### src/rtl/board_glue_pkg.sv
// board_glue_pkg: constants, address map and carrier types for the board glue logic
// assumes one 100 MHz clock; all processor-side pins are synchronous to it

package board_glue_pkg;

   // ----------------------------------------------------------------
   // timing
   // ----------------------------------------------------------------
   localparam int CLK_PERIOD_NS  = 10;
   localparam int RESTART_MS     = 500;
   localparam int RESTART_CYCLES = RESTART_MS * 1000000 / CLK_PERIOD_NS;
   localparam int PROC_PERIOD_NS = 1000;
   localparam int PROC_CYCLES    = PROC_PERIOD_NS / CLK_PERIOD_NS;

   localparam logic [6:0] PHASE_LAST  = 7'(PROC_CYCLES - 1);
   localparam logic [6:0] PHI1_END    = 7'h2D;
   localparam logic [6:0] PHI2_START  = 7'h32;
   localparam logic [6:0] PHI2_END    = 7'h5F;
   localparam logic [6:0] MEM_HI_END  = 7'h32;

   // ----------------------------------------------------------------
   // on-board address map (partial decode)
   // ----------------------------------------------------------------
   localparam logic [15:0] RAM_MASK   = 16'hFC00;
   localparam logic [15:0] RAM_BASE   = 16'h0000;
   localparam logic [15:0] ROM_MASK   = 16'hE000;
   localparam logic [15:0] ROM_BASE   = 16'hE000;
   localparam logic [15:0] PORT_MASK  = 16'hF000;
   localparam logic [15:0] PORT_BASE  = 16'h8000;
   localparam int          PORT_CHIPS = 3;
   localparam int          PORT_LSB   = 2;

   // ----------------------------------------------------------------
   // carriers
   // ----------------------------------------------------------------
   typedef struct packed {
      logic [15:0] addr;
      logic        rnw;
      logic        valid;
      logic        ba;
   } proc_bus_t;

   typedef struct packed {
      logic       ram;
      logic       rom;
      logic [2:0] port;
      logic       offboard;
   } mem_sel_t;

   typedef struct packed {
      logic phi1;
      logic phi2;
      logic dataBusGate;
      logic memClk;
   } clk_out_t;

   typedef enum logic [1:0] {
      RF_IDLE = 2'b01,
      RF_HOLD = 2'b10
   } refresh_state_t;

   localparam clk_out_t CLK_OUT_RESET = '{phi1: 1'b1, phi2: 1'b0, dataBusGate: 1'b0,
                                          memClk: 1'b1};
   localparam mem_sel_t SEL_RESET     = '{ram: 1'b0, rom: 1'b0, port: 3'h0, offboard: 1'b0};

   function automatic logic inRegion(input logic [15:0] a, input logic [15:0] mask,
                                     input logic [15:0] base);
      return (a & mask) == base;
   endfunction : inRegion

endpackage : board_glue_pkg

### src/rtl/restart_gen.sv
// restart_gen: power-on and bus-requested restart timer
// assumes rstN is already synchronised; extResetReqN is synchronous to clk
`timescale 1ns/1ps

module restart_gen #(
   parameter int HOLD_CYCLES = board_glue_pkg::RESTART_CYCLES
) (
   input  wire logic clk,
   input  wire logic rstN,
   input  wire logic extResetReqN,
   output logic      resetN_r
);
   import board_glue_pkg::*;

   logic [31:0] count_r;

   // a bus request restarts the full delay, like power-on
   always_ff @(posedge clk or negedge rstN) begin
      if (!rstN) begin
         count_r  <= 32'h0;
         resetN_r <= 1'b0;
      end else if (!extResetReqN) begin
         count_r  <= 32'h0;
         resetN_r <= 1'b0;
      end else if (!resetN_r) begin
         if (count_r == 32'(HOLD_CYCLES - 1)) begin
            resetN_r <= 1'b1;
         end else begin
            count_r <= count_r + 32'h1;
         end
      end
   end

endmodule : restart_gen

### src/rtl/addr_decode.sv
// addr_decode: partial decode of the processor address into on-board selects
// assumes address is stable while valid address strobe is high
`timescale 1ns/1ps

module addr_decode (
   input  wire logic [15:0]           addr,
   input  wire logic                  valid,
   output board_glue_pkg::mem_sel_t   sel
);
   import board_glue_pkg::*;

   logic anyPort;
   assign anyPort = inRegion(addr, PORT_MASK, PORT_BASE);

   assign sel.ram = valid && inRegion(addr, RAM_MASK, RAM_BASE);
   assign sel.rom = valid && inRegion(addr, ROM_MASK, ROM_BASE);

   // address bits 11:4 and 1:0 are ignored, so each chip shows up many times
   genvar g;
   generate
      for (g = 0; g < PORT_CHIPS; g++) begin : g_port
         assign sel.port[g] = valid && anyPort && (addr[PORT_LSB +: 2] == 2'(g));
      end
   endgenerate

   assign sel.offboard = valid && !(sel.ram || sel.rom || (|sel.port));

endmodule : addr_decode

### src/rtl/board_glue.sv
// board_glue: restart, two-phase clocks, refresh hold, data buffer and address bus control
// assumes processor pins are synchronous to clk; tri-state drivers live outside
`timescale 1ns/1ps

module board_glue #(
   parameter int RESTART_CYCLES_P = board_glue_pkg::RESTART_CYCLES
) (
   input  wire logic                      clk,
   input  wire logic                      nrst,
   input  wire logic                      extResetReqN,
   input  wire board_glue_pkg::proc_bus_t procBus,
   input  wire logic                      runStop,
   input  wire logic                      refreshRequestN,
   input  wire logic                      debugSel,
   input  wire logic                      debugUserValid,
   input  wire logic [7:0]                procWrData,
   input  wire logic [7:0]                extDataIn,
   output logic                           procResetN,
   output logic                           portChipResetN,
   output board_glue_pkg::clk_out_t       clocks,
   output logic                           clockHoldN,
   output logic                           refreshGrant,
   output logic                           inboundBufferEnN,
   output logic                           outboundBufferEn,
   output board_glue_pkg::mem_sel_t       chipSel,
   output logic [15:0]                    addrOut,
   output logic                           addrOe,
   output logic                           validAddressStrobe,
   output logic                           userValidAddress,
   output logic [7:0]                     extDataOut,
   output logic                           extDataOe,
   output logic [7:0]                     procRdData
);
   import board_glue_pkg::*;

   // ----------------------------------------------------------------
   // reset synchroniser
   // ----------------------------------------------------------------
   logic rstMeta_r;
   logic rstN;

   always_ff @(posedge clk or negedge nrst) begin
      if (!nrst) begin
         rstMeta_r <= 1'b0;
         rstN      <= 1'b0;
      end else begin
         rstMeta_r <= 1'b1;
         rstN      <= rstMeta_r;
      end
   end

   // ----------------------------------------------------------------
   // restart generator
   // ----------------------------------------------------------------
   logic restartN_r;

   restart_gen #(
      .HOLD_CYCLES (RESTART_CYCLES_P)
   ) u_restart (
      .clk          (clk),
      .rstN         (rstN),
      .extResetReqN (extResetReqN),
      .resetN_r     (restartN_r)
   );

   // one flop feeds the processor and every port chip
   assign procResetN     = restartN_r;
   assign portChipResetN = restartN_r;

   // ----------------------------------------------------------------
   // clock generator
   // ----------------------------------------------------------------
   refresh_state_t rfState_r;
   refresh_state_t rfState_nxt;
   logic [6:0]     phaseCnt_r;
   logic [6:0]     phaseCnt_nxt;
   logic [6:0]     memCnt_r;
   logic [6:0]     memCnt_nxt;
   clk_out_t       clocks_r;
   clk_out_t       clocks_nxt;
   logic           frozen;
   logic           memPulse;

   // the freeze waits for phase zero, so a hold never cuts phase two short
   assign frozen   = (rfState_r == RF_HOLD) && (phaseCnt_r == 7'h00);
   assign memPulse = (memCnt_r == 7'h00);

   always_comb begin
      if (frozen) begin
         phaseCnt_nxt = phaseCnt_r;
      end else if (phaseCnt_r == PHASE_LAST) begin
         phaseCnt_nxt = 7'h00;
      end else begin
         phaseCnt_nxt = phaseCnt_r + 7'h01;
      end
      if (memCnt_r == PHASE_LAST) begin
         memCnt_nxt = 7'h00;
      end else begin
         memCnt_nxt = memCnt_r + 7'h01;
      end
      // gaps between the two windows keep the phases from overlapping
      clocks_nxt.phi1        = phaseCnt_nxt < PHI1_END;
      clocks_nxt.phi2        = (phaseCnt_nxt >= PHI2_START) && (phaseCnt_nxt < PHI2_END);
      clocks_nxt.dataBusGate = !clocks_nxt.phi1;
      clocks_nxt.memClk      = memCnt_nxt < MEM_HI_END;
   end

   always_ff @(posedge clk or negedge rstN) begin
      if (!rstN) begin
         phaseCnt_r <= 7'h00;
         memCnt_r   <= 7'h00;
         clocks_r   <= CLK_OUT_RESET;
      end else begin
         phaseCnt_r <= phaseCnt_nxt;
         memCnt_r   <= memCnt_nxt;
         clocks_r   <= clocks_nxt;
      end
   end

   assign clocks = clocks_r;

   // ----------------------------------------------------------------
   // refresh hold
   // ----------------------------------------------------------------
   always_comb begin
      rfState_nxt = rfState_r;
      unique case (rfState_r)
         RF_IDLE: begin
            if (memPulse && !refreshRequestN) begin
               rfState_nxt = RF_HOLD;
            end
         end
         RF_HOLD: begin
            if (refreshRequestN) begin
               rfState_nxt = RF_IDLE;
            end
         end
         default: begin
            rfState_nxt = RF_IDLE;
         end
      endcase
   end

   logic holdN_r;
   logic grant_r;

   always_ff @(posedge clk or negedge rstN) begin
      if (!rstN) begin
         rfState_r <= RF_IDLE;
         holdN_r   <= 1'b1;
         grant_r   <= 1'b0;
      end else begin
         rfState_r <= rfState_nxt;
         holdN_r   <= rfState_nxt != RF_HOLD;
         grant_r   <= rfState_nxt == RF_HOLD;
      end
   end

   assign clockHoldN   = holdN_r;
   assign refreshGrant = grant_r;

   // ----------------------------------------------------------------
   // address decode
   // ----------------------------------------------------------------
   mem_sel_t selNow;
   mem_sel_t sel_r;

   addr_decode u_decode (
      .addr  (procBus.addr),
      .valid (procBus.valid),
      .sel   (selNow)
   );

   always_ff @(posedge clk or negedge rstN) begin
      if (!rstN) begin
         sel_r <= SEL_RESET;
      end else begin
         sel_r <= selNow;
      end
   end

   assign chipSel = sel_r;

   // ----------------------------------------------------------------
   // read/write buffer control
   // ----------------------------------------------------------------
   logic phi2Rise;
   logic phi2Fall;
   logic gateRise;
   logic gateFall;
   logic inN_r;
   logic out_r;

   assign phi2Rise = clocks_nxt.phi2 && !clocks_r.phi2;
   assign phi2Fall = !clocks_nxt.phi2 && clocks_r.phi2;
   assign gateRise = clocks_nxt.dataBusGate && !clocks_r.dataBusGate;
   assign gateFall = !clocks_nxt.dataBusGate && clocks_r.dataBusGate;

   // inbound closes at phase-two fall, so transfers stay inside phase two
   always_ff @(posedge clk or negedge rstN) begin
      if (!rstN) begin
         inN_r <= 1'b1;
      end else if (phi2Rise && procBus.rnw && selNow.offboard && !out_r) begin
         inN_r <= 1'b0;
      end else if (phi2Fall) begin
         inN_r <= 1'b1;
      end
   end

   always_ff @(posedge clk or negedge rstN) begin
      if (!rstN) begin
         out_r <= 1'b0;
      end else if (gateRise && !procBus.rnw && !procBus.ba && inN_r) begin
         out_r <= 1'b1;
      end else if (gateFall) begin
         out_r <= 1'b0;
      end
   end

   assign inboundBufferEnN = inN_r;
   assign outboundBufferEn = out_r;

   logic [7:0] wrData_r;
   logic [7:0] rdData_r;

   always_ff @(posedge clk or negedge rstN) begin
      if (!rstN) begin
         wrData_r <= 8'h00;
      end else begin
         wrData_r <= procWrData;
      end
   end

   // read data only follows the external bus while the input buffers are open
   always_ff @(posedge clk or negedge rstN) begin
      if (!rstN) begin
         rdData_r <= 8'h00;
      end else if (!inN_r) begin
         rdData_r <= extDataIn;
      end
   end

   assign extDataOut = wrData_r;
   assign extDataOe  = out_r;
   assign procRdData = rdData_r;

   // ----------------------------------------------------------------
   // external address bus and valid strobes
   // ----------------------------------------------------------------
   logic [15:0] addr_r;
   logic        addrOe_r;
   logic        strobe_r;
   logic        userVal_r;

   always_ff @(posedge clk or negedge rstN) begin
      if (!rstN) begin
         addr_r   <= 16'h0000;
         addrOe_r <= 1'b0;
      end else begin
         addr_r   <= procBus.addr;
         addrOe_r <= !procBus.ba || runStop;
      end
   end

   // jumper low means no debug unit: both strobes carry the same value
   always_ff @(posedge clk or negedge rstN) begin
      if (!rstN) begin
         strobe_r  <= 1'b0;
         userVal_r <= 1'b0;
      end else begin
         strobe_r  <= procBus.valid;
         userVal_r <= debugSel ? debugUserValid : procBus.valid;
      end
   end

   assign addrOut            = addr_r;
   assign addrOe             = addrOe_r;
   assign validAddressStrobe = strobe_r;
   assign userValidAddress   = userVal_r;

   logic [31:0] lowRun_r;

   always_ff @(posedge clk or negedge rstN) begin
      if (!rstN) begin
         lowRun_r <= 32'h0;
      end else if (!extResetReqN || restartN_r) begin
         lowRun_r <= 32'h0;
      end else begin
         lowRun_r <= lowRun_r + 32'h1;
      end
   end
endmodule : board_glue

### config.mk
export PLATFORM = sky130hd
export DESIGN_NAME = board_glue
export DESIGN_NICKNAME = d
export VERILOG_FILES = /design/src/rtl/board_glue_pkg.sv /design/src/rtl/restart_gen.sv /design/src/rtl/addr_decode.sv /design/src/rtl/board_glue.sv
export SDC_FILE = /design/constraint.sdc
export NUM_CORES = 1
export LEC_CHECK = 0
export BUFFER_PORTS_ARGS = -buffer_cell sky130_fd_sc_hd__buf_2
export CAP_MARGIN = 20
export CORE_MARGIN = 2
export CORE_UTILIZATION = 55
export DETAILED_ROUTE_END_ITERATION = 10
export GPL_ROUTABILITY_DRIVEN = 0
export HOLD_SLACK_MARGIN = 0.03
export PLACE_DENSITY = 0.81
export SLEW_MARGIN = 20
export SYNTH_ARGS = -nofsm -noshare
export SYNTH_HDL_FRONTEND = slang
export SYNTH_SLANG_ARGS = --single-unit
### constraint.sdc
create_clock -name clk -period 7.4 [get_ports clk]
set_clock_uncertainty 0.05 [all_clocks]
set_input_delay 1.11 -clock clk [delete_from_list [all_inputs] [get_ports clk]]
set_output_delay 1.11 -clock clk [all_outputs]
set_load 0.05 [all_outputs]
Yosys cells after proc, flatten, opt, wreduce, memory -nomap -nowiden
Cells that the tools add are included.

Bits in registers: 100. Bits of input ports: 42. Logic and storage cells: 102.

Add/subtract/negate cells: 3. Order comparisons: 4. Eq/ne operators: 13. Mux-type cells: 17. Reduce and logical (&&, ||, !) cells: 40.

Operators with widths (number): $mux 32 (3); $add 32x1->32 const B (1); $eq 32x26->1 const B (1); $mux 7 (3); $logic_and 1x1->1 (20); $logic_not 16->1 (1); $add 7x1->7 const B (2); $eq 7x7->1 const B (2); $logic_not 7->1 (2); $lt 7x6->1 const B (2); $logic_not 1->1 (9); $mux 1 (8); $ge 7x6->1 const B (1); $lt 7x7->1 const B (1); $eq 2x2->1 const B (3); $ne 2x2->1 const B (3); $eq 2x1->1 const B (2); $eq 4x4->1 const B (1); $mux 2 (2); $pmux 2 s2 (1); $reduce_bool 2->1 (2); $eq 3x3->1 const B (1); $logic_or 1x1->1 (3); $reduce_or 3->1 (1); 2 further kinds (2).

Longest topological paths before layout
Gate-level depths: netlist of the first run.

Depth in word-level cells: 10. Depth in mapped cells: 8. Mapped depth without buffers: 8.

By module
A second synthesis of the first run with hierarchy kept.

Cell total of the unflattened synthesis: 406. Area, all modules: 4516.8 µm².

By module, submodules not included: board_glue (times used 1, cells an instance 186, area an instance 2493.6 µm², seq. area each 1682.9 µm²); restart_gen (times used 1, cells an instance 206, area an instance 1931.9 µm², seq. area each 825.8 µm²); addr_decode (times used 1, cells an instance 14, area an instance 91.3 µm², seq. area each 0.0 µm²).

Worst setup path after synthesis of the first run
OpenSTA, ideal clock, no wires.

Path type: reg2out. Start: register u_restart.resetN_r. End: output procResetN. Arrival time: 1.043 ns. Required time: 6.240 ns. Setup slack: 5.197 ns. Stages on the path, launching flop included: 2. Cells stage by stage: dfrtp_1 buf_4.

RTL lines: start: declaration (line restart_gen.sv:11) `output logic resetN_r`; start signal: assignment (line restart_gen.sv:21) `resetN_r <= 1'b0;`; start signal: assignment (line restart_gen.sv:24) `resetN_r <= 1'b0;`; start signal: assignment (line restart_gen.sv:27) `resetN_r <= 1'b1;`; end: declaration (line board_glue.sv:18) `output logic procResetN,`.

No word-level cell between the ends.

Worst setup path after layout of the first run
Start: register inN_r (netlist: inboundBufferEnN). End: output inboundBufferEnN.

RTL lines: start: declaration (line board_glue.sv:191) `logic inN_r;`; start signal: assignment (line board_glue.sv:202) `inN_r <= 1'b1;`; start signal: assignment (line board_glue.sv:204) `inN_r <= 1'b0;`; start signal: assignment (line board_glue.sv:206) `inN_r <= 1'b1;`; end: declaration (line board_glue.sv:23) `output logic inboundBufferEnN,`.

No word-level cell between the ends.

==> results of run 1 <==
final cells by class:
cell class,count,area [sq um]
Clock buffer,10,138
Clock inverter,6,68.8
Fill cell,593,2600
Inverter,18,67.6
Multi-Input combinational cell,241,1660
Sequential cell,100,2510
Tap cell,102,128
Timing Repair Buffer,94,473
final timing paths:
kind,end
min in group clk,rstN
worst min-delay path,extDataOut[5]
worst max register to register,u_restart.count_r[4]
worst max-delay path,inboundBufferEnN
worst min register to register,extDataOut[5]
max in group asynchronous,addrOut[6]
power breakdown:
| part | internal [mW] | switching (mW) | total, mW |
|---|---|---|---|
| Clock | 0.169 | 0.187 | 0.356 |
| Sequential | 0.563 | 0.0113 | 0.575 |
| Combinational | 0.0290 | 0.0673 | 0.0963 |
stage by stage:
step	worst slack [ps]	total power [mW]
finish	4910	1.03
global route	4830	1.07
CTS	4880	1.04
detailed placement	4870	0.683
global placement	4950	0.679
floorplan	4370	0.649
flip-flops by register name, summed over array words and instances, names as in the netlist, 2 cells and up:
register / cells
phaseCnt_r: 7
clocks: 4
chipSel: 6
rfState_r: 2
u_restart.count_r: 32
extDataOut: 8
procRdData: 8
memCnt_r: 7
addrOut: 16
Yosys cell counts, drive strengths merged, types with 3 or more instances:
| library cell | instances |
|---|---|
| and2 | 27 |
| nand3 | 21 |
| nor3b | 3 |
| mux2 | 9 |
| clkbuf | 7 |
| o21ai | 13 |
| nand2b | 5 |
| dfstp | 5 |
| nor4b | 3 |
| nand2 | 16 |
| dfrtp | 95 |
| and3 | 7 |
| ha | 7 |
| and4 | 5 |
| a31oi | 3 |
| buf | 3 |
| or3 | 8 |
| a21oi | 9 |
| nor3 | 8 |
| xor2 | 5 |
| inv | 18 |
| nand4 | 12 |
| nor2 | 10 |
| nand4bb | 3 |
| xnor2 | 27 |
| a21boi | 5 |
| nor2b | 6 |
| nor4 | 7 |
metal layers:
metal	up-vias	GRT usage, %	routed length (um)
li1	1476	-	-
met1	1524	25.5	3420
met2	99	33.8	4390
met3	12	6.27	435
met4	0	6.22	134
met5	-	0	0
cell families (layout without fill, tap and decap cells):
| family | Yosys count | after routing | share of synthesized area (%) |
|---|---|---|---|
| AO/OA/AOI/OAI | 44 | 44 | 6.79 |
| XOR/XNOR | 32 | 32 | 6.53 |
| adder cells (fa/ha/maj) | 7 | 7 | 2.04 |
| buffers and inverters | 28 | 128 | 2.80 |
| flip-flops | 100 | 100 | 58.4 |
| multiplexers | 11 | 11 | 2.83 |
| other | 1 | 1 | 0.0874 |
| AND/OR/NAND/NOR | 146 | 146 | 20.5 |
cell usage in the layout, fill, tap and decap left out, types with 3 or more instances in the layout:
cell       Yosys  layout
xnor2_1       27      27
ha_1           7       7
or3_1          7       7
buf_2          0      93
o21ai_0       11      11
a31oi_1        3       3
clkbuf_8       0      10
a21oi_1        9       9
and4_1         5       5
xor2_1         5       5
nor3b_1        3       3
a21boi_1       5       5
nor4_1         6       6
nor4b_1        3       3
dfrtp_1       95      94
nand4_1       12      12
inv_1         18      18
nand2b_1       5       5
nand3_1       21      21
dfstp_2        5       5
nor2_1        10      10
and2_1        27      27
nor2b_1        6       6
and3_1         7       7
nor3_1         8       8
mux2_2         9       9
nand2_1       16      16
nand4bb_1      3       3
==> flow_summary.json, run 1 <==
{
  "avgViaCountPerCell": 5.45,
  "rows": 32,
  "cts_root_buf": "clkbuf_8",
  "path_class": "flop to primary output",
  "post-cts-setup-buffers": 0,
  "slew_headroom_pct": 50.8,
  "syn_area_per_cell_sq_um": 11.6,
  "tritoncts": "built",
  "numClockSinks": 100,
  "drt_iter0_markers": 143,
  "grt_first_pass_wirelength_um": 13800,
  "wl_per_cell_um": 14.7,
  "fin_crit_ps": 2490,
  "boundaryPins": 94,
  "end_kind": "primary output",
  "wirelength_um": 8380,
  "cp_slowest_cell": "dfstp_2",
  "maxSlewViolCount": 0,
  "slowest_delay_ps": 660,
  "clock_latency_ps": 370,
  "ys.flop_type": "dfrtp_1",
  "final_core_util_pct": 66.1,
  "ys_async_sr_fraction_pct": 100,
  "drive_above_1_share_pct": 27.7,
  "regToRegStartpoint": "u_restart.count_r[28]",
  "max_freq_mhz": 401,
  "antenna_found_initial": 0,
  "cts_buffer_depth": 2,
  "hold_viol_final": 0,
  "antenna_cells": 0,
  "path_buf_inv": 1,
  "synth_nets": 418,
  "ys_ff_latch": 100,
  "ys_types": 49,
  "ctsHoldBuffers": 0,
  "crit_family": "flip-flops",
  "die_area_sq_mm": 0.00853,
  "crit_fanout": 10,
  "syn_area_sq_mm": 0.00429,
  "path_cells": "buf_2",
  "r2r_cells": 6,
  "worstSetupStartpoint": "inboundBufferEnN",
  "period_share_pct": 33.7,
  "post-place-cells": 555,
  "start_util_pct": 56.1,
  "cts-buffers-inserted": 9,
  "overflow": 0,
  "hold_class": "flop to asynchronous set/reset pin",
  "rsz0062_at_grt": "no",
  "ys_seq_area_share_pct": 58.4,
  "instances_no_fill": 571,
  "final_antenna_net_count": 0,
  "worst_setup_path_start_kind": "flop",
  "fp.coreArea_sq_mm": 0.00765,
  "die_x_um": 92.3,
  "ir_worst_vdd_uv": 130,
  "power_density_mw_per_mm2": 203,
  "io_buffers": 93,
  "synth_largest_area_cell": "dfrtp_1",
  "grt_pass1_vias": 3018,
  "synth_edf_count": 0,
  "status": "completed",
  "routed-via-count": 3111,
  "tns_ps": 0,
  "arrival_ps": 1330,
  "yosys.area.top_type_share_pct": 55.4,
  "post_cts_resized": 0,
  "die_h_um": 92.3,
  "area_delta_synth_final_pct": 17.7,
  "clk_pin_slew_ps": 100,
  "grt_max_degree": 61,
  "worst_pin_slew_ps": 738,
  "htreeDepth": 3,
  "max_cap_violations": 0,
  "cp.depth": 1,
  "drc_errors": 0,
  "drt_first_pass_iters": 5,
  "p_leak_nw": 2.32,
  "dpl.hpwl_um": 5990,
  "fin_hold_ws_ps": 254,
  "yosys_warnings": 0,
  "synthTopCellsByArea": "dfrtp_1 (55%), xnor2_1 (5.5%), and2_1 (3.9%), dfstp_2 (3.1%), nand3_1 (2.4%)",
  "fin_area_sq_mm": 0.00505,
  "synthCells": 369,
  "placed_area_sq_mm": 0.00484,
  "setup_viol": 0,
  "crit_required_ps": 6240,
  "grt_usage_pct": 20.3,
  "final_nets": 513,
  "r2r_slack_ps": 5120
}
Power figures use the tool's default switching activity.
==> inputs of run 2 (changes only) <==
--- a/config.mk
+++ b/config.mk
@@ -8,11 +8,11 @@
 export BUFFER_PORTS_ARGS = -buffer_cell sky130_fd_sc_hd__buf_2
 export CAP_MARGIN = 20
 export CORE_MARGIN = 2
-export CORE_UTILIZATION = 55
+export CORE_UTILIZATION = 54
 export DETAILED_ROUTE_END_ITERATION = 10
 export GPL_ROUTABILITY_DRIVEN = 0
 export HOLD_SLACK_MARGIN = 0.03
-export PLACE_DENSITY = 0.81
+export PLACE_DENSITY = 0.79
 export SLEW_MARGIN = 20
 export SYNTH_ARGS = -nofsm -noshare
 export SYNTH_HDL_FRONTEND = slang
==> constraint.sdc (replaced) <==
create_clock -name clk -period 2.5 [get_ports clk]
set_clock_uncertainty 0.05 [all_clocks]
set_input_delay 0.375 -clock clk [delete_from_list [all_inputs] [get_ports clk]]
set_output_delay 0.375 -clock clk [all_outputs]
set_load 0.05 [all_outputs]
==> run 2 against run 1 <==
Die area rose by 1.8%; clock power grew to 3.3 times the previous value; sequential share of layout area down 0.57 points; design area up 1.2%; sequential cell count did not move; register-to-register slack worse by 4800 ps; via count decreased by 1.7%; routed wire length up 0.39%; count of clock-buffer cells in the layout stayed put; hold slack worse by 200 ps; sequential power rose to 3.0 times the previous value; final cell count rose by 0.70%; critical endpoint is now u_restart.count_r[5]; largest cell class unchanged; largest power group unchanged.
==> flow_summary.json, run 2 (same netlist as run 1, synthesis figures left out) <==
{
  "cts-buffers-inserted": 9,
  "power_frac_seq_pct": 54.0,
  "drt_iter0_markers": 153,
  "fin_ws_ps": 275,
  "drive_above_1_share_pct": 28.1,
  "tns_ps": 0,
  "period_share_pct": 89.0,
  "hold_class": "input port to flop",
  "p_leak_nw": 2.34,
  "internal-power_mw": 2.36,
  "routed-via-count": 3057,
  "wl_per_cell_um": 14.6,
  "worst_setup_path_start_kind": "flop",
  "fin_area_sq_mm": 0.00511,
  "post_cts_resized": 0,
  "setup_viol": 0,
  "final_nets": 517,
  "crit_required_ps": 2720,
  "grt_pass1_vias": 3041,
  "hold_viol_final": 0,
  "dpl.hpwl_um": 5950,
  "crit_fanout": 9,
  "max_freq_mhz": 449,
  "swShare_pct": 25.3,
  "clk_pin_slew_ps": 90,
  "regToRegStartpoint": "u_restart.count_r[28]",
  "placed_area_sq_mm": 0.00487,
  "fin_crit_ps": 2220,
  "min_from": "procWrData[3]",
  "die_h_um": 93.2,
  "pre_cts_ws_ps": 291,
  "r2r_slack_ps": 280,
  "holdPathEnd": "extDataOut[3]",
  "overflow": 0,
  "boundaryPins": 94,
  "io_buffers": 93,
  "instances_no_fill": 575,
  "finalPower_mw": 3.16,
  "worst_pin_slew_ps": 650,
  "die_area_sq_mm": 0.00868,
  "grt_usage_pct": 20.7,
  "clock_latency_ps": 370,
  "mostFrequentLayoutCells": "dfrtp_1 (94), buf_2 (93), xnor2_1 (27), and2_1 (27), nand3_1 (21)",
  "end_kind": "flop",
  "hold_depth": 1,
  "post-place-cells": 558,
  "largest_register_ffs": 32,
  "switching_power_mw": 0.798,
  "r2r_cells": 6,
  "cts_buffer_depth": 2,
  "status": "completed",
  "layout_commonest_cell": "dfrtp_1",
  "drc_errors": 0,
  "arrival_ps": 2440,
  "p_comb_share_pct": 9.0,
  "rsz0062_at_grt": "no",
  "fp.coreArea_sq_mm": 0.00773,
  "start_util_pct": 55.6,
  "grt_first_pass_wirelength_um": 14200,
  "htreeDepth": 3,
  "final_antenna_net_count": 0,
  "die_x_um": 93.2,
  "grt_max_degree": 53,
  "max_cap_violations": 0,
  "tritoncts": "built",
  "slew_headroom_pct": 56.6,
  "area_delta_synth_final_pct": 19.0,
  "ir_worst_vdd_uv": 442,
  "antenna_found_initial": 0,
  "cts_root_buf": "clkbuf_8",
  "drt_first_pass_iters": 4,
  "top_register": "u_restart.count_r",
  "power_density_mw_per_mm2": 617,
  "numClockSinks": 100,
  "path_class": "flop to flop",
  "antenna_cells": 0,
  "r2r-end": "u_restart.count_r[5]",
  "clkPwrFrac_pct": 36.9,
  "rows": 32,
  "maxSlewViolCount": 0,
  "avgViaCountPerCell": 5.32,
  "wirelength_um": 8410
}
==> run 2: cell types whose count changed in the layout (fill, tap and decap cells not counted) <==
cell           previous run  this run
clkinv_2                  2         0
buf_4                     1         4
dlygate4sd3_1             0         1
clkinvlp_4                0         2
inv_6                     2         1
bufinv_16                 1         2
==> run 2: routing by layer <==
layer	vias to the layer above	GRT usage, %	part of all wire [%]
li1	1483	-	-
met1	1514	27.1	44
met2	44	33.9	51
met3	16	4.35	3.2
met4	0	8.33	2.0
met5	-	0	0
==> run 2: area by class of cell <==
type                            instances  area, sq um
Timing Repair Buffer                   98          505
Fill cell                             612         2620
Clock inverter                          6         95.1
Inverter                               18         67.6
Tap cell                              102          128
Clock buffer                           10          138
Multi-Input combinational cell        241         1660
Sequential cell                       100         2510
==> run 2: timing repair <==
action	in CTS	in global routing
buffers inserted	0	0
hold buffers	1	0
endpoints found under the hold margin	2	0
==> run 2: worst max-delay path by stage <==
| stage | from | endpoint | slack (ps) | cells past startpoint |
|---|---|---|---|---|
| after floorplan | u_restart.count_r[28] | u_restart.count_r[5] | 410 | 7 |
| after global placement | u_restart.count_r[28] | u_restart.count_r[5] | 330 | 6 |
| after detailed placement | u_restart.count_r[28] | u_restart.count_r[5] | 290 | 6 |
| after CTS | u_restart.count_r[28] | u_restart.count_r[5] | 270 | 6 |
| after global routing | u_restart.count_r[7] | u_restart.count_r[29] | 160 | 6 |
| final | u_restart.count_r[28] | u_restart.count_r[5] | 280 | 6 |
==> run 2: power groups by stage <==
| stage | registers [mW] | logic (mW) | clock network, mW |
|---|---|---|---|
| 2_1_floorplan | 1.85 | 0.0678 | 0 |
| 3_3_place_gp | 1.73 | 0.280 | 0 |
| 3_5_place_dp | 1.74 | 0.285 | 0 |
| 4_1_cts | 1.71 | 0.288 | 1.20 |
| 5_1_grt | 1.72 | 0.310 | 1.27 |
| 6_report | 1.71 | 0.285 | 1.17 |
==> run 2: metrics by stage <==
step	util, %	hold slack [ps]
finish	66.1	52.7
global route	66.1	36.5
CTS	66.1	37.0
detailed placement	63.0	111
global placement	63.0	111
floorplan	-	29.4
==> run 2: worst max-delay path: stages, from the launching register on <==
cell	delay, ps
dfrtp_1	430
or4_1	520
or3_4	350
o31a_1	380
nand4_1	170
xnor2_1	70
and2_1	150
==> inputs of run 3 (changes only) <==
--- a/config.mk
+++ b/config.mk
@@ -8,11 +8,11 @@
 export BUFFER_PORTS_ARGS = -buffer_cell sky130_fd_sc_hd__buf_2
 export CAP_MARGIN = 20
 export CORE_MARGIN = 2
-export CORE_UTILIZATION = 54
+export CORE_UTILIZATION = 55
 export DETAILED_ROUTE_END_ITERATION = 10
 export GPL_ROUTABILITY_DRIVEN = 0
 export HOLD_SLACK_MARGIN = 0.03
-export PLACE_DENSITY = 0.79
+export PLACE_DENSITY = 0.81
 export SLEW_MARGIN = 20
 export SYNTH_ARGS = -nofsm -noshare
 export SYNTH_HDL_FRONTEND = slang
==> constraint.sdc (replaced) <==
create_clock -name clk -period 2.72 [get_ports clk]
set_clock_uncertainty 0.05 [all_clocks]
set_input_delay 0.408 -clock clk [delete_from_list [all_inputs] [get_ports clk]]
set_output_delay 0.408 -clock clk [all_outputs]
set_load 0.05 [all_outputs]
==> run 3 against run 2 <==
Fmax rose by 0.19%; non-clock buffer count fell by 2; sequential share of layout area rose by 0.24 points; sequential cell count did not move; critical endpoint unchanged; highest routed layer unchanged.
==> flow_summary.json, run 3 (same netlist as run 1, synthesis figures left out) <==
{
  "drt_iter0_markers": 180,
  "htreeDepth": 3,
  "fin_ws_ps": 499,
  "setup_viol": 0,
  "switching_power_mw": 0.706,
  "ir_worst_vdd_uv": 278,
  "path_class": "flop to flop",
  "grt_first_pass_wirelength_um": 14000,
  "hold_depth": 1,
  "routed-via-count": 3075,
  "overflow": 0,
  "cp_slowest_cell": "or4_1",
  "status": "completed",
  "grt_max_degree": 57,
  "holdPathEnd": "addrOut[4]",
  "pre_cts_ws_ps": 512,
  "drt_first_pass_iters": 4,
  "worst_setup_path_start_kind": "flop",
  "period_share_pct": 81.6,
  "grt_usage_pct": 20.7,
  "top_register": "u_restart.count_r",
  "antenna_cells": 0,
  "cts_buffer_depth": 2,
  "r2r-end": "u_restart.count_r[5]",
  "r2r_slack_ps": 500,
  "antenna_found_initial": 0,
  "final_antenna_net_count": 0,
  "wl_per_cell_um": 14.3,
  "largest_register_ffs": 32,
  "area_delta_synth_final_pct": 18.4,
  "numClockSinks": 100,
  "slowest_delay_ps": 520,
  "slew_headroom_pct": 51.8,
  "crit_required_ps": 2910,
  "avgViaCountPerCell": 5.37,
  "fp.coreArea_sq_mm": 0.00765,
  "rsz0062_at_grt": "no",
  "power_density_mw_per_mm2": 551,
  "cts-buffers-inserted": 9,
  "internal-power_mw": 2.10,
  "swShare_pct": 25.2,
  "layout_commonest_cell": "dfrtp_1",
  "io_buffers": 93,
  "drive_above_1_share_pct": 27.6,
  "wirelength_um": 8200,
  "tns_ps": 0,
  "max_cap_violations": 0,
  "die_area_sq_mm": 0.00853,
  "hold_class": "input port to flop",
  "mostFrequentLayoutCells": "dfrtp_1 (94), buf_2 (93), xnor2_1 (27), and2_1 (27), nand3_1 (21)",
  "die_h_um": 92.3,
  "clk_pin_slew_ps": 90,
  "post-place-cells": 556,
  "grt_pass1_vias": 3016,
  "maxSlewViolCount": 0,
  "hold_viol_final": 0,
  "p_comb_share_pct": 9.3,
  "clock_latency_ps": 360,
  "dpl.hpwl_um": 5910,
  "worst_pin_slew_ps": 724,
  "fin_crit_ps": 2220,
  "drc_errors": 0,
  "r2r_cells": 6,
  "die_x_um": 92.3,
  "max_freq_mhz": 450,
  "tritoncts": "built",
  "clkPwrFrac_pct": 34.8,
  "cts_root_buf": "clkbuf_8",
  "final_nets": 515,
  "arrival_ps": 2410,
  "start_util_pct": 56.1,
  "boundaryPins": 94,
  "path_cells": "or4_1 > or3_4 > o31a_1 > nand4_1 > xnor2_1 > and2_1",
  "crit_fanout": 9,
  "instances_no_fill": 573,
  "p_leak_nw": 2.33,
  "nFillCells": 591,
  "rows": 32,
  "regToRegStartpoint": "u_restart.count_r[28]",
  "end_kind": "flop",
  "power_frac_seq_pct": 55.9,
  "min_from": "procBus[7]"
}
[run 3: power by group through the flow]
stage	clock [mW]	combinational, mW	sequential (mW)
floorplan	0	0.0623	1.70
global placement	0	0.255	1.60
detailed placement	0	0.261	1.60
CTS	1.01	0.263	1.57
global route	1.06	0.281	1.58
finish	0.975	0.260	1.57
[run 3: repair_timing]
action                    in CTS  in global routing
hold endpoints to repair       2                  0
hold buffers                   1                  0
gates resized for setup        0                  0
buffers inserted               0                  0
[run 3: metal layers]
metal  global-route usage [%]  wire length, um  vias up
li1                         -                -     1498
met1                     26.9             3520     1525
met2                     34.7             4360       47
met3                     5.37              265        5
met4                     5.60               59        0
met5                        0                0        -
[run 3: cell type report]
| class | count | area (sq um) | share of cell area (%) |
|---|---|---|---|
| Sequential cell | 100 | 2510 | 49.4 |
| Multi-Input combinational cell | 241 | 1660 | 32.7 |
| Timing Repair Buffer | 96 | 503 | 9.89 |
| Clock buffer | 12 | 155 | 3.05 |
| Tap cell | 102 | 128 | 2.51 |
| Inverter | 18 | 67.6 | 1.33 |
| Clock inverter | 4 | 55.1 | 1.08 |
[run 3: metrics by stage]
step	util, %	hold WS (ps)	instance area [sq um]	power [mW]
2_1_floorplan	-	62.4	4290	1.77
3_3_place_gp	63.6	144	4860	1.85
3_5_place_dp	63.6	145	4860	1.86
4_1_cts	66.5	77.5	5080	2.84
5_1_grt	66.5	69.5	5080	2.92
6_report	66.5	97.9	5080	2.80
[run 3: critical path, delay by kind of cell (launching register included)]
family                    cells  cell delay [ps]
and+or+nand+nor               4             1180
DFF                           1              430
AOI/OAI and AO/OA             1              370
xor gates and xnor gates      1               70
[run 3: worst max path at each step]
stage                     startpoint                     to  slack (ps)  depth (start not counted)
4_1_cts        u_restart.count_r[28]   u_restart.count_r[5]         500                          6
2_1_floorplan  u_restart.count_r[28]   u_restart.count_r[5]         630                          7
3_3_place_gp   u_restart.count_r[28]   u_restart.count_r[5]         560                          6
6_report       u_restart.count_r[28]   u_restart.count_r[5]         500                          6
3_5_place_dp   u_restart.count_r[28]   u_restart.count_r[5]         510                          6
5_1_grt        u_restart.count_r[21]  u_restart.count_r[31]         320                          6
